==> src/logic/adc_seq_defines.svh <==
`ifndef ADC_SEQ_DEFINES_SVH
`define ADC_SEQ_DEFINES_SVH
// ----------------------------------------
// Register offsets (byte addresses).
// ----------------------------------------
`define ADC_OFF_MODE0 8'h00
`define ADC_OFF_CHAN 8'h04
`define ADC_OFF_PRIO 8'h08
`define ADC_OFF_MODE3 8'h0c
`define ADC_OFF_TRIG 8'h10
`define ADC_OFF_PRES 8'h20
`define ADC_RES_REGION 3'h2
// ----------------------------------------
// Field positions.
// ----------------------------------------
`define ADC_M0_START 0
`define ADC_M0_SCAN 1
`define ADC_M0_REPEAT 2
`define ADC_M0_ITM_LO 3
`define ADC_M0_BUSY 6
`define ADC_M0_DONE 7
`define ADC_PR_START 0
`define ADC_PR_CH_LO 1
`define ADC_PR_BUSY 4
`define ADC_PR_DONE 5
`define ADC_M3_SRST 0
`define ADC_TG_N_EN 0
`define ADC_TG_N_SRC 1
`define ADC_TG_P_EN 2
`define ADC_TG_P_SRC 3
// ----------------------------------------
// Interrupt timing codes and reset values.
// ----------------------------------------
`define ADC_ITM_EACH 2'h0
`define ADC_ITM_FOUR 2'h1
`define ADC_ITM_EIGHT 2'h2
`define ADC_ROT_FOUR_LAST 3'h3
`define ADC_ROT_EIGHT_LAST 3'h7
`define ADC_RST_CH 3'h0
`define ADC_RST_ITM 2'h0
`endif

==> src/logic/adc_seq_pkg.sv <==
package adc_seq_pkg;
	// ----------------------------------------
	// Types shared by the sequencer.
	// ----------------------------------------
	typedef enum logic [1:0]
	{
		st_idle = 2'h0,
		st_norm = 2'h1,
		st_prio = 2'h3
	} seq_state_t;

	typedef struct packed
	{
		logic cyc;
		logic stb;
		logic we;
		logic [7:0] adr;
		logic [3:0] sel;
		logic [31:0] dat;
	} wb_req_t;
endpackage

==> src/logic/adc_conversion_sequencer.sv <==
`timescale 1ns/1ps
`include "adc_seq_defines.svh"
// Notes on behaviour
// - Normal start bit launches selected normal mode.
// - Priority start bit converts selected priority channel.
// - Priority conversion is always fixed single.
// - Source select picks pin edge or timer.
// - Hardware trigger needs its enable bit set.
// - Software start works with hardware triggering on.
// - Normal busy sets when normal conversion begins.
// - Priority busy sets when priority conversion begins.
// - Priority run leaves normal busy/done untouched.
// - Priority start suspends normal, then normal resumes.
// - Resume restarts the interrupted channel.
// - Clearing repeat ends run after current conversion.
// - Non fixed-repeat results go per channel.
// - Fixed single end: done, not busy, irq.
// - Scan single flags only after whole scan.
// - Fixed repeat keeps busy; done with irq.
// - Timing 00 interrupts each time, first register.
// - Timing 01 rotates four registers, irq fourth.
// - Timing 10 rotates eight registers, irq eighth.
// - Scan repeat flags per scan, busy stays.
// - Priority end: irq, done flag, priority result.
// - Reading a done flag clears it.
// - Priority start during priority is ignored.
// - Priority busy clears when priority completes.
module adc_conversion_sequencer #(
	parameter int RES_W = 10
)(
	// Clock, enable and reset
	input wire logic clk,
	input wire logic arst_n,
	input wire logic ce,
	// Wishbone slave
	input wire adc_seq_pkg::wb_req_t wb_req,
	output logic [31:0] wb_dat_r,
	output logic wb_ack,
	// Trigger sources
	input wire logic external_trigger_pin,
	input wire logic timer6_match_event,
	input wire logic timer5_match_event,
	// Converter core
	output logic conv_start,
	output logic [2:0] conv_channel,
	input wire logic conv_done,
	input wire logic [RES_W-1:0] conv_data,
	// Completion events
	output logic normal_done_irq,
	output logic priority_done_irq
);
	import adc_seq_pkg::*;

	// ----------------------------------------
	// Configuration and status.
	// ----------------------------------------
	logic n_scan;
	logic n_repeat;
	logic [1:0] itm;
	logic [2:0] ch_sel;
	logic [2:0] prio_ch;
	logic normal_hw_trigger_en;
	logic normal_hw_source_sel;
	logic priority_hw_trigger_en;
	logic priority_hw_source_sel;
	seq_state_t state;
	logic n_run;
	logic run_rep;
	logic [2:0] cur_ch;
	logic [2:0] rot;
	logic n_busy;
	logic n_done;
	logic p_busy;
	logic p_done;
	logic [RES_W-1:0] res [8];
	logic [RES_W-1:0] prio_res;
	logic [2:0] trig_sync;
	logic trig_lvl;

	// ----------------------------------------
	// Bus decode.
	// ----------------------------------------
	logic bus_req;
	logic wr_take;
	logic rd_take;
	logic sw_norm;
	logic sw_prio;
	logic soft_rst;
	logic rd_n;
	logic rd_p;
	logic wr_mode0;
	logic wr_prio;
	logic n_scan_go;
	logic n_rep_go;
	logic [2:0] prio_ch_go;
	assign bus_req = wb_req.cyc & wb_req.stb;
	// Writes and read side effects happen at the edge the master samples ack.
	assign wr_take = bus_req & wb_ack & wb_req.we & wb_req.sel[0];
	assign rd_take = bus_req & wb_ack & ~wb_req.we;
	assign sw_norm = wr_take && wb_req.adr == `ADC_OFF_MODE0 && wb_req.dat[`ADC_M0_START];
	assign sw_prio = wr_take && wb_req.adr == `ADC_OFF_PRIO && wb_req.dat[`ADC_PR_START];
	assign soft_rst = wr_take && wb_req.adr == `ADC_OFF_MODE3 && wb_req.dat[`ADC_M3_SRST];
	assign rd_n = rd_take && wb_req.adr == `ADC_OFF_MODE0;
	assign rd_p = rd_take && wb_req.adr == `ADC_OFF_PRIO;
	// A start written together with its settings runs with the new settings.
	assign wr_mode0 = wr_take && wb_req.adr == `ADC_OFF_MODE0;
	assign wr_prio = wr_take && wb_req.adr == `ADC_OFF_PRIO;
	assign n_scan_go = wr_mode0 ? wb_req.dat[`ADC_M0_SCAN] : n_scan;
	assign n_rep_go = wr_mode0 ? wb_req.dat[`ADC_M0_REPEAT] : n_repeat;
	assign prio_ch_go = wr_prio ? wb_req.dat[`ADC_PR_CH_LO +: 3] : prio_ch;

	// ----------------------------------------
	// Trigger selection.
	// ----------------------------------------
	logic ext_fall;
	logic n_hw_evt;
	logic p_hw_evt;
	logic norm_req;
	logic prio_req;
	// The pin level only counts once two late stages agree, so a glitch cannot fire.
	assign ext_fall = trig_lvl && trig_sync[1] == trig_sync[2] && !trig_sync[2];
	assign n_hw_evt = normal_hw_trigger_en
		&& (normal_hw_source_sel ? timer6_match_event : ext_fall);
	assign p_hw_evt = priority_hw_trigger_en
		&& (priority_hw_source_sel ? timer5_match_event : ext_fall);
	assign norm_req = sw_norm | n_hw_evt;
	assign prio_req = sw_prio | p_hw_evt;

	// ----------------------------------------
	// Sequence decisions.
	// ----------------------------------------
	logic n_fin;
	logic p_fin;
	logic p_go;
	logic n_go;
	logic fixed_rep;
	logic seq_last;
	logic rot_last;
	logic n_event;
	logic n_stop;
	logic [2:0] next_ch;
	logic [2:0] next_rot;
	logic [2:0] dest;
	assign n_fin = state == st_norm && conv_done;
	assign p_fin = state == st_prio && conv_done;
	assign p_go = prio_req && state != st_prio;
	assign n_go = norm_req && state == st_idle;
	assign fixed_rep = run_rep && !n_scan;
	assign seq_last = !n_scan || cur_ch == ch_sel;
	assign rot_last = itm == `ADC_ITM_FOUR ? rot == `ADC_ROT_FOUR_LAST
		: itm == `ADC_ITM_EIGHT ? rot == `ADC_ROT_EIGHT_LAST : 1'b1;
	assign n_event = n_fin && (fixed_rep ? rot_last : seq_last);
	assign n_stop = n_fin && ((run_rep && !n_repeat) || (!run_rep && seq_last));
	assign next_ch = n_scan ? (seq_last ? 3'h0 : cur_ch + 3'h1) : ch_sel;
	assign next_rot = rot_last ? 3'h0 : rot + 3'h1;
	assign dest = fixed_rep ? (itm == `ADC_ITM_EACH ? 3'h0 : rot) : conv_channel;

	// ----------------------------------------
	// Pin synchroniser.
	// ----------------------------------------
	always_ff @(posedge clk or negedge arst_n)
	begin
		if (!arst_n)
		begin
			trig_sync <= 3'h7;
			trig_lvl <= 1'b1;
		end
		else if (ce)
		begin
			trig_sync <= {trig_sync[1:0], external_trigger_pin};
			if (trig_sync[1] == trig_sync[2])
				trig_lvl <= trig_sync[2];
		end
	end

	// ----------------------------------------
	// Wishbone slave.
	// ----------------------------------------
	logic [31:0] rd_mux;
	always_comb
	begin
		rd_mux = 32'h0;
		if (wb_req.adr[7:5] == `ADC_RES_REGION && wb_req.adr[1:0] == 2'h0)
			rd_mux[RES_W-1:0] = res[wb_req.adr[4:2]];
		else
		begin
			unique case (wb_req.adr)
				`ADC_OFF_MODE0: rd_mux[7:0] = {n_done, n_busy, 1'b0, itm, n_repeat, n_scan, 1'b0};
				`ADC_OFF_CHAN: rd_mux[2:0] = ch_sel;
				`ADC_OFF_PRIO: rd_mux[5:0] = {p_done, p_busy, prio_ch, 1'b0};
				`ADC_OFF_TRIG: rd_mux[3:0] = {priority_hw_source_sel, priority_hw_trigger_en,
					normal_hw_source_sel, normal_hw_trigger_en};
				`ADC_OFF_PRES: rd_mux[RES_W-1:0] = prio_res;
				default: rd_mux = 32'h0;
			endcase
		end
	end

	// Every access is answered, an unmapped one with zero data.
	always_ff @(posedge clk or negedge arst_n)
	begin
		if (!arst_n)
		begin
			wb_ack <= 1'b0;
			wb_dat_r <= 32'h0;
		end
		else if (ce)
		begin
			wb_ack <= bus_req & ~wb_ack;
			if (bus_req & ~wb_ack)
				wb_dat_r <= rd_mux;
		end
	end

	always_ff @(posedge clk or negedge arst_n)
	begin
		if (!arst_n)
		begin
			n_scan <= 1'b0;
			n_repeat <= 1'b0;
			itm <= `ADC_RST_ITM;
			ch_sel <= `ADC_RST_CH;
			prio_ch <= `ADC_RST_CH;
			normal_hw_trigger_en <= 1'b0;
			normal_hw_source_sel <= 1'b0;
			priority_hw_trigger_en <= 1'b0;
			priority_hw_source_sel <= 1'b0;
		end
		else if (ce && wr_take)
		begin
			unique case (wb_req.adr)
				`ADC_OFF_MODE0:
				begin
					n_scan <= wb_req.dat[`ADC_M0_SCAN];
					n_repeat <= wb_req.dat[`ADC_M0_REPEAT];
					itm <= wb_req.dat[`ADC_M0_ITM_LO +: 2];
				end
				`ADC_OFF_CHAN: ch_sel <= wb_req.dat[2:0];
				`ADC_OFF_PRIO: prio_ch <= wb_req.dat[`ADC_PR_CH_LO +: 3];
				`ADC_OFF_TRIG:
				begin
					normal_hw_trigger_en <= wb_req.dat[`ADC_TG_N_EN];
					normal_hw_source_sel <= wb_req.dat[`ADC_TG_N_SRC];
					priority_hw_trigger_en <= wb_req.dat[`ADC_TG_P_EN];
					priority_hw_source_sel <= wb_req.dat[`ADC_TG_P_SRC];
				end
				default: ;
			endcase
		end
	end

	// ----------------------------------------
	// Conversion sequencer.
	// ----------------------------------------
	// A new start while the core is busy aborts its conversion; that is how
	// a priority request suspends a normal one without waiting for it.
	always_ff @(posedge clk or negedge arst_n)
	begin
		if (!arst_n)
		begin
			state <= st_idle;
			conv_start <= 1'b0;
			conv_channel <= 3'h0;
			n_run <= 1'b0;
			run_rep <= 1'b0;
			cur_ch <= 3'h0;
			rot <= 3'h0;
		end
		else if (ce)
		begin
			conv_start <= 1'b0;
			if (soft_rst)
			begin
				state <= st_idle;
				n_run <= 1'b0;
			end
			else if (p_go)
			begin
				state <= st_prio;
				conv_start <= 1'b1;
				conv_channel <= prio_ch_go;
				if (n_go)
				begin
					n_run <= 1'b1;
					run_rep <= n_rep_go;
					cur_ch <= 3'h0;
					rot <= 3'h0;
				end
				else if (n_fin)
				begin
					n_run <= !n_stop;
					cur_ch <= next_ch;
					if (fixed_rep)
						rot <= next_rot;
				end
			end
			else
			begin
				unique case (state)
					st_idle:
					if (n_go)
					begin
						n_run <= 1'b1;
						run_rep <= n_rep_go;
						cur_ch <= 3'h0;
						rot <= 3'h0;
						state <= st_norm;
						conv_start <= 1'b1;
						conv_channel <= n_scan_go ? 3'h0 : ch_sel;
					end
					st_norm:
					if (n_fin)
					begin
						cur_ch <= next_ch;
						if (fixed_rep)
							rot <= next_rot;
						if (n_stop)
						begin
							n_run <= 1'b0;
							state <= st_idle;
						end
						else
						begin
							conv_start <= 1'b1;
							conv_channel <= next_ch;
						end
					end
					st_prio:
					if (conv_done)
					begin
						if (n_run)
						begin
							state <= st_norm;
							conv_start <= 1'b1;
							conv_channel <= n_scan ? cur_ch : ch_sel;
						end
						else
							state <= st_idle;
					end
					default: state <= st_idle;
				endcase
			end
		end
	end

	// ----------------------------------------
	// Flags and completion events.
	// ----------------------------------------
	always_ff @(posedge clk or negedge arst_n)
	begin
		if (!arst_n)
		begin
			n_busy <= 1'b0;
			n_done <= 1'b0;
			p_busy <= 1'b0;
			p_done <= 1'b0;
			normal_done_irq <= 1'b0;
			priority_done_irq <= 1'b0;
		end
		else if (ce)
		begin
			normal_done_irq <= n_event && !soft_rst;
			priority_done_irq <= p_fin && !soft_rst;
			if (soft_rst)
			begin
				n_busy <= 1'b0;
				n_done <= 1'b0;
				p_busy <= 1'b0;
				p_done <= 1'b0;
			end
			else
			begin
				if (n_go)
					n_busy <= 1'b1;
				else if (n_stop)
					n_busy <= 1'b0;
				// set wins over read clear
				// Only a flag that the read returned is cleared, so none is lost.
				n_done <= n_event | (n_done & ~(rd_n & wb_dat_r[`ADC_M0_DONE]));
				if (p_go)
					p_busy <= 1'b1;
				else if (p_fin)
					p_busy <= 1'b0;
				p_done <= p_fin | (p_done & ~(rd_p & wb_dat_r[`ADC_PR_DONE]));
			end
		end
	end

	// ----------------------------------------
	// Result registers.
	// ----------------------------------------
	always_ff @(posedge clk or negedge arst_n)
	begin
		if (!arst_n)
		begin
			for (int i = 0; i < 8; i++)
				res[i] <= '0;
			prio_res <= '0;
		end
		else if (ce)
		begin
			if (n_fin)
				res[dest] <= conv_data;
			if (p_fin)
				prio_res <= conv_data;
		end
	end
endmodule // adc_conversion_sequencer

==> config.mk <==
export PLATFORM = sky130hd
export DESIGN_NAME = adc_conversion_sequencer
export DESIGN_NICKNAME = d
export VERILOG_FILES = /design/src/logic/adc_seq_pkg.sv /design/src/logic/adc_conversion_sequencer.sv
export VERILOG_INCLUDE_DIRS = /design/src /design/src/logic
export SDC_FILE = /design/constraint.sdc
export NUM_CORES = 1
export LEC_CHECK = 0
export ABC_CLOCK_PERIOD_IN_PS = 3300
export BUFFER_PORTS_ARGS = -buffer_cell sky130_fd_sc_hd__buf_2
export CAP_MARGIN = 20
export CORE_MARGIN = 1.5
export CORE_UTILIZATION = 55
export CTS_CLUSTER_DIAMETER = 100
export CTS_CLUSTER_SIZE = 25
export DETAILED_ROUTE_END_ITERATION = 10
export PLACE_DENSITY = 0.88
export RECOVER_POWER = 50
export SYNTH_ARGS = -nofsm -noshare
export SYNTH_HDL_FRONTEND = slang
export SYNTH_SLANG_ARGS = --single-unit
export TNS_END_PERCENT = 100
==> constraint.sdc <==
create_clock -name clk -period 3.3 [get_ports clk]
set_clock_uncertainty 0.05 [all_clocks]
set_input_delay 0 -clock clk [delete_from_list [all_inputs] [get_ports clk]]
set_output_delay 0 -clock clk [all_outputs]
set_load 0.01 [all_outputs]
# Word-level counts from Yosys, hierarchy flattened
# Index checks and enable logic that the tools add are counted.
# totals
register_bits,139
output_inout_bits,39
# op_classes
addsub,2
order_cmp,3
eq_ne,25
muxes,78
bitwise_logic,21
n_reduce_logical,59
# ops
operator,n
bitwise mux 80 bit,1
2-to-1 mux 3 bit,22
2-to-1 mux 10 bit,4
2-to-1 mux 1 bit,32
binary-select mux 10 bit (select 3 bit),1
demux 10 bit (select 3 bit),1
logical AND 1 bit,26
AND reduction 2 bit,10
"== test 8 x 4 -> 1 bit, second input constant",2
"!= test 4 bit, second input constant",4
"!= test 3 bit, second input constant",5
one-hot mux 3 bit (5 select lines),1
2-to-1 mux 2 bit,7
one-hot mux 2 bit (3 select lines),2
one-hot mux 3 bit (2 select lines),2
AND 1 bit,10
one-hot mux 3 bit (3 select lines),1
nonzero test 3 bit,3
"== test 8 x 3 -> 1 bit, second input constant",1
"== test 8 x 5 -> 1 bit, second input constant",1
"== test 8 x 6 -> 1 bit, second input constant",1
">= comparator 4 bit, second input constant",2
logical NOT 8 bit,1
NOT 3 -> 4 bit,2
26 further kinds,46

# Longest topological paths before layout
# depth
depth_word,12
depth_mapped,9
mapped_depth_nobuf,8

# Worst setup path after synthesis
# No wires, ideal clock.
# synth_timing
path_kind,register to register
startpoint,register n_scan
endpoint,register res[40] (netlist name)
setup_ns,0.125
t_arrival_ns,2.105
required_time_ns,3.125
setup_slack_ns,1.020
path_stages_with_launch,9
path_buffers,2
period_less_slack_ns,2.280
path_cell_list,dfrtp_1 -> nand2b_1 -> buf_2 -> nor2_2 -> a22o_1 -> nand2b_1 -> clkbuf_1 -> nor3_4 -> mux2_2
# synth_between
elab_chain_cells,9
# synth_rtl
item,line,source
start: declaration,adc_conversion_sequencer.sv:57,logic n_scan;
start signal: assignment,adc_conversion_sequencer.sv:234,n_scan <= wb_req.dat[`ADC_M0_SCAN];
logical NOT 1 bit (*),adc_conversion_sequencer.sv:148,assign fixed_rep = run_rep && !n_scan;
logical AND 1 bit (*),adc_conversion_sequencer.sv:148,
2-to-1 mux 3 bit (*),adc_conversion_sequencer.sv:156,assign dest = fixed_rep ? (itm == `ADC_ITM_EACH ? 3'h0 : rot) : conv_channel;
NOT 3 -> 4 bit (implied by the code) (*),adc_conversion_sequencer.sv:403,res[dest] <= conv_data;
>= comparator 4 bit (implied by the code) or < comparator 4 x 1 -> 1 bit (tied branches),adc_conversion_sequencer.sv:403,
logical AND 1 bit (implied by the code),adc_conversion_sequencer.sv:403,
2-to-1 mux 10 bit (implied by the code),adc_conversion_sequencer.sv:403,
demux 10 bit (select 3 bit) (*),adc_conversion_sequencer.sv:403,
bitwise mux 80 bit (*),adc_conversion_sequencer.sv:403,
end signal: indexed assignment,adc_conversion_sequencer.sv:403,
end: declaration,adc_conversion_sequencer.sv:75,logic [RES_W-1:0] res [8];
# Mark *: on every way between the ends. The rest lies on a longest branch, timed or not.
# A chain may end at the register's enable or synchronous reset.

# Final worst setup path
# layout_timing
startpoint,input port ce
endpoint,register res[29] (netlist name)
# layout_between
elab_chain_cells,1
# layout_rtl
item,line,source
start: declaration,adc_conversion_sequencer.sv:34,"input wire logic ce,"
AND reduction 2 bit (no line),--,
# Every way passes these cells.

==> metrics.txt <==
setup TNS=0 ns; ratio of cells with drive above 1 in the final layout=33.6%; via count=5299; count leader, synth=dfrtp_1; Post-synth top flop=dfrtp_1; Worst Setup End Kind=flip-flop; total track usage=27.2%; cell area after synthesis=7290 µm²; number of hold violations in the final report=0; Yosys top cell area share=46.3%; pre-CTS setup slack=0.640 ns; Routability Congestion=0.913; Sink Count=139; initial core utilization=57.1%; grt total ovfl=0; total power=4.95 mW; Crit path buffers/inverters=2; HP Class=in -> reg; initial antenna violation count=0; crit-path max cell delay=0.62 ns; Synth top cells by count=dfrtp_1 (135), mux2_2 (114), o21ai_0 (36); number of remaining DRC errors=0; pin count of the biggest net entering global routing=108; Worst Tran Pin Value=1.04 ns; Area contributors post-synth=dfrtp_1 (46%), mux2_2 (18%), mux4_2 (4.9%), o21ai_0 (2.5%), buf_4 (2.3%); DRT Pass-1 Iters=5; family with the most delay on the worst path=simple AND/OR/NAND/NOR gates; Synth cell types=66; placed insts=806; RSZ-0062 raised after global routing=no; Final WS setup=0.513 ns; cts bufs inserted=17; die width=118 µm; slew margin rel.=30.9%; vias in the first global route=5549; first-pass GRT wire length=29200 µm; clk buf depth=2; maximum VDD drop=0.000478 V; flop2flop setup slack=0.62 ns; Pleak=3.86 nW; clock latency on the worst-skew pair=0.43 ns; Avg WL per Cell=21.0 µm; Final ANT Viol Nets=0; CTS tree=done; Max Cap Viol=0; final WL=18000 µm; CP Cell Sequence=dlygate4sd3_1 > clkbuf_1 > nand3_1 > nand2b_1 > nor3_4 > mux2_2; share of flip-flops with an asynchronous set or reset=100%; CTS H-tree lvls=4; Final HPWL DP=12200 µm; Initial DRC Count=673; Setup violations, final=0; die footprint=14000 µm²; Final #Nets=745; Cell Pwr Density=590 nW/µm²; Post-synth EDFFs=0; Post-Layout Cell Count=857; status=finished clean; Syn Inst Count=593; CP required=3.55 ns; Top Ports=103; crit path max fanout=18; Min Hold Slack=0.0895 ns; clock slew at the register clock pins of the worst setup and hold paths=0.06 ns; Avg Inst Size Synth=12.3 µm²; ant diodes=0; largest area contributor in the netlist=dfrtp_1; Startpoint Class=input pin; Max Slew Vio Count=0; register area share after synthesis=47.8%; total core area=12800 µm²; Rows=41; CP Class=in -> reg; Yosys warnings=0; Final min period=2.79 ns; Arrival @ worst endpoint=3.04 ns; die height=118 µm; Final period util=84.4%; area delta synth->final=15.1%; vias per cell=6.18; slowest cell on the critical path=nor3_4; Max Clk Rate=359 MHz; port bufs=50; count of state elements after synthesis=139; Root Driver=clkbuf_16
through the flow:
stage / instance area, µm² / util, %
after global routing: 8390 / 65.7
after CTS: 8420 / 65.9
after floorplan: 7370 / -
final: 8390 / 65.7
after detailed placement: 7700 / 60.3
after global placement: 7700 / 60.3
registers in the layout, summed over array words and instances, names as in the netlist, 3 cells and up:
name          count
prio_ch           3
wb_dat_r         10
ch_sel            3
trig_sync         3
prio_res         10
rot               3
res              80
cur_ch            3
conv_channel      3
report_power, final:
group,internal [mW],leakage (nW),switching (mW)
combinational,0.535,1.75,0.486
clock,0.980,0.272,0.741
sequential,2.01,1.84,0.195
total,3.53,3.86,1.42
per-layer routing:
layer	part of all wire (%)	GRT usage (%)
met2	50	45.6
met5	0	0
met1	41	34.9
met4	2.5	11.0
met3	6.1	5.16
logic make-up after synthesis:
group	count (synthesis)	share of synthesized area (%)
AO/OA/AOI/OAI	108	10.1
XOR/XNOR	4	0.480
adder cells (fa/ha/maj)	9	1.54
buffers and inverters	61	4.53
flip-flops	139	47.8
multiplexers	150	26.2
other	1	0.0514
AND/OR/NAND/NOR	121	9.33
cell type report:
class | instances | area [µm²]
multi-input combinational | 414 | 3560
sequential | 139 | 3480
clock inverter | 14 | 97.6
clock buffer | 18 | 439
timing repair buffer | 87 | 552
tap | 172 | 215
fill | 952 | 4380
inverter | 13 | 48.8
worst paths after layout:
path | from | to | cells after the start
max in group asynchronous | arst_n | res[28]$_DFFE_PN0P_ | 3
hold reg to reg | res[66]$_DFFE_PN0P_ | res[66]$_DFFE_PN0P_ | 1
hold / removal | wb_req[44] | n_done$_DFFE_PN0P_ | 5
min in group asynchronous | arst_n | state[0]$_DFFE_PN0P_ | 2
setup / recovery | ce | res[29]$_DFFE_PN0P_ | 6
setup reg to reg | run_rep$_DFFE_PN0P_ | res[29]$_DFFE_PN0P_ | 6
layout by cell type (no fill, tap or decap), types with 5 or more instances in the layout:
cell type      count
dfrtp_1          135
nand4_1            6
conb_1            22
mux2_2           114
nand3_1           14
nor2_1            27
a31oi_1            5
inv_1             13
nor3_1             7
clkbuf_1          20
ha_1               9
a21oi_1           16
clkinv_2           7
clkbuf_16         17
nand2_1           30
mux4_2            16
o21ai_0           36
buf_4             16
nand2b_1           6
mux2i_1           15
dlygate4sd3_1     19
buf_2             31
a22o_1            11
tightest hold or removal path: stages:
cell,delay [ns]
buf_2,0.15
nor2b_1,0.08
a31oi_1,0.16
o21ai_0,0.08
nand2_1,0.06
repair_timing:
item / CTS / global route
setup buffers: 0 / 0
endpoints found under the hold margin: 213 / 0
hold buffers: 19 / 0
resized for setup: 0 / 0
No activity file was read; power rests on OpenSTA's default activity.
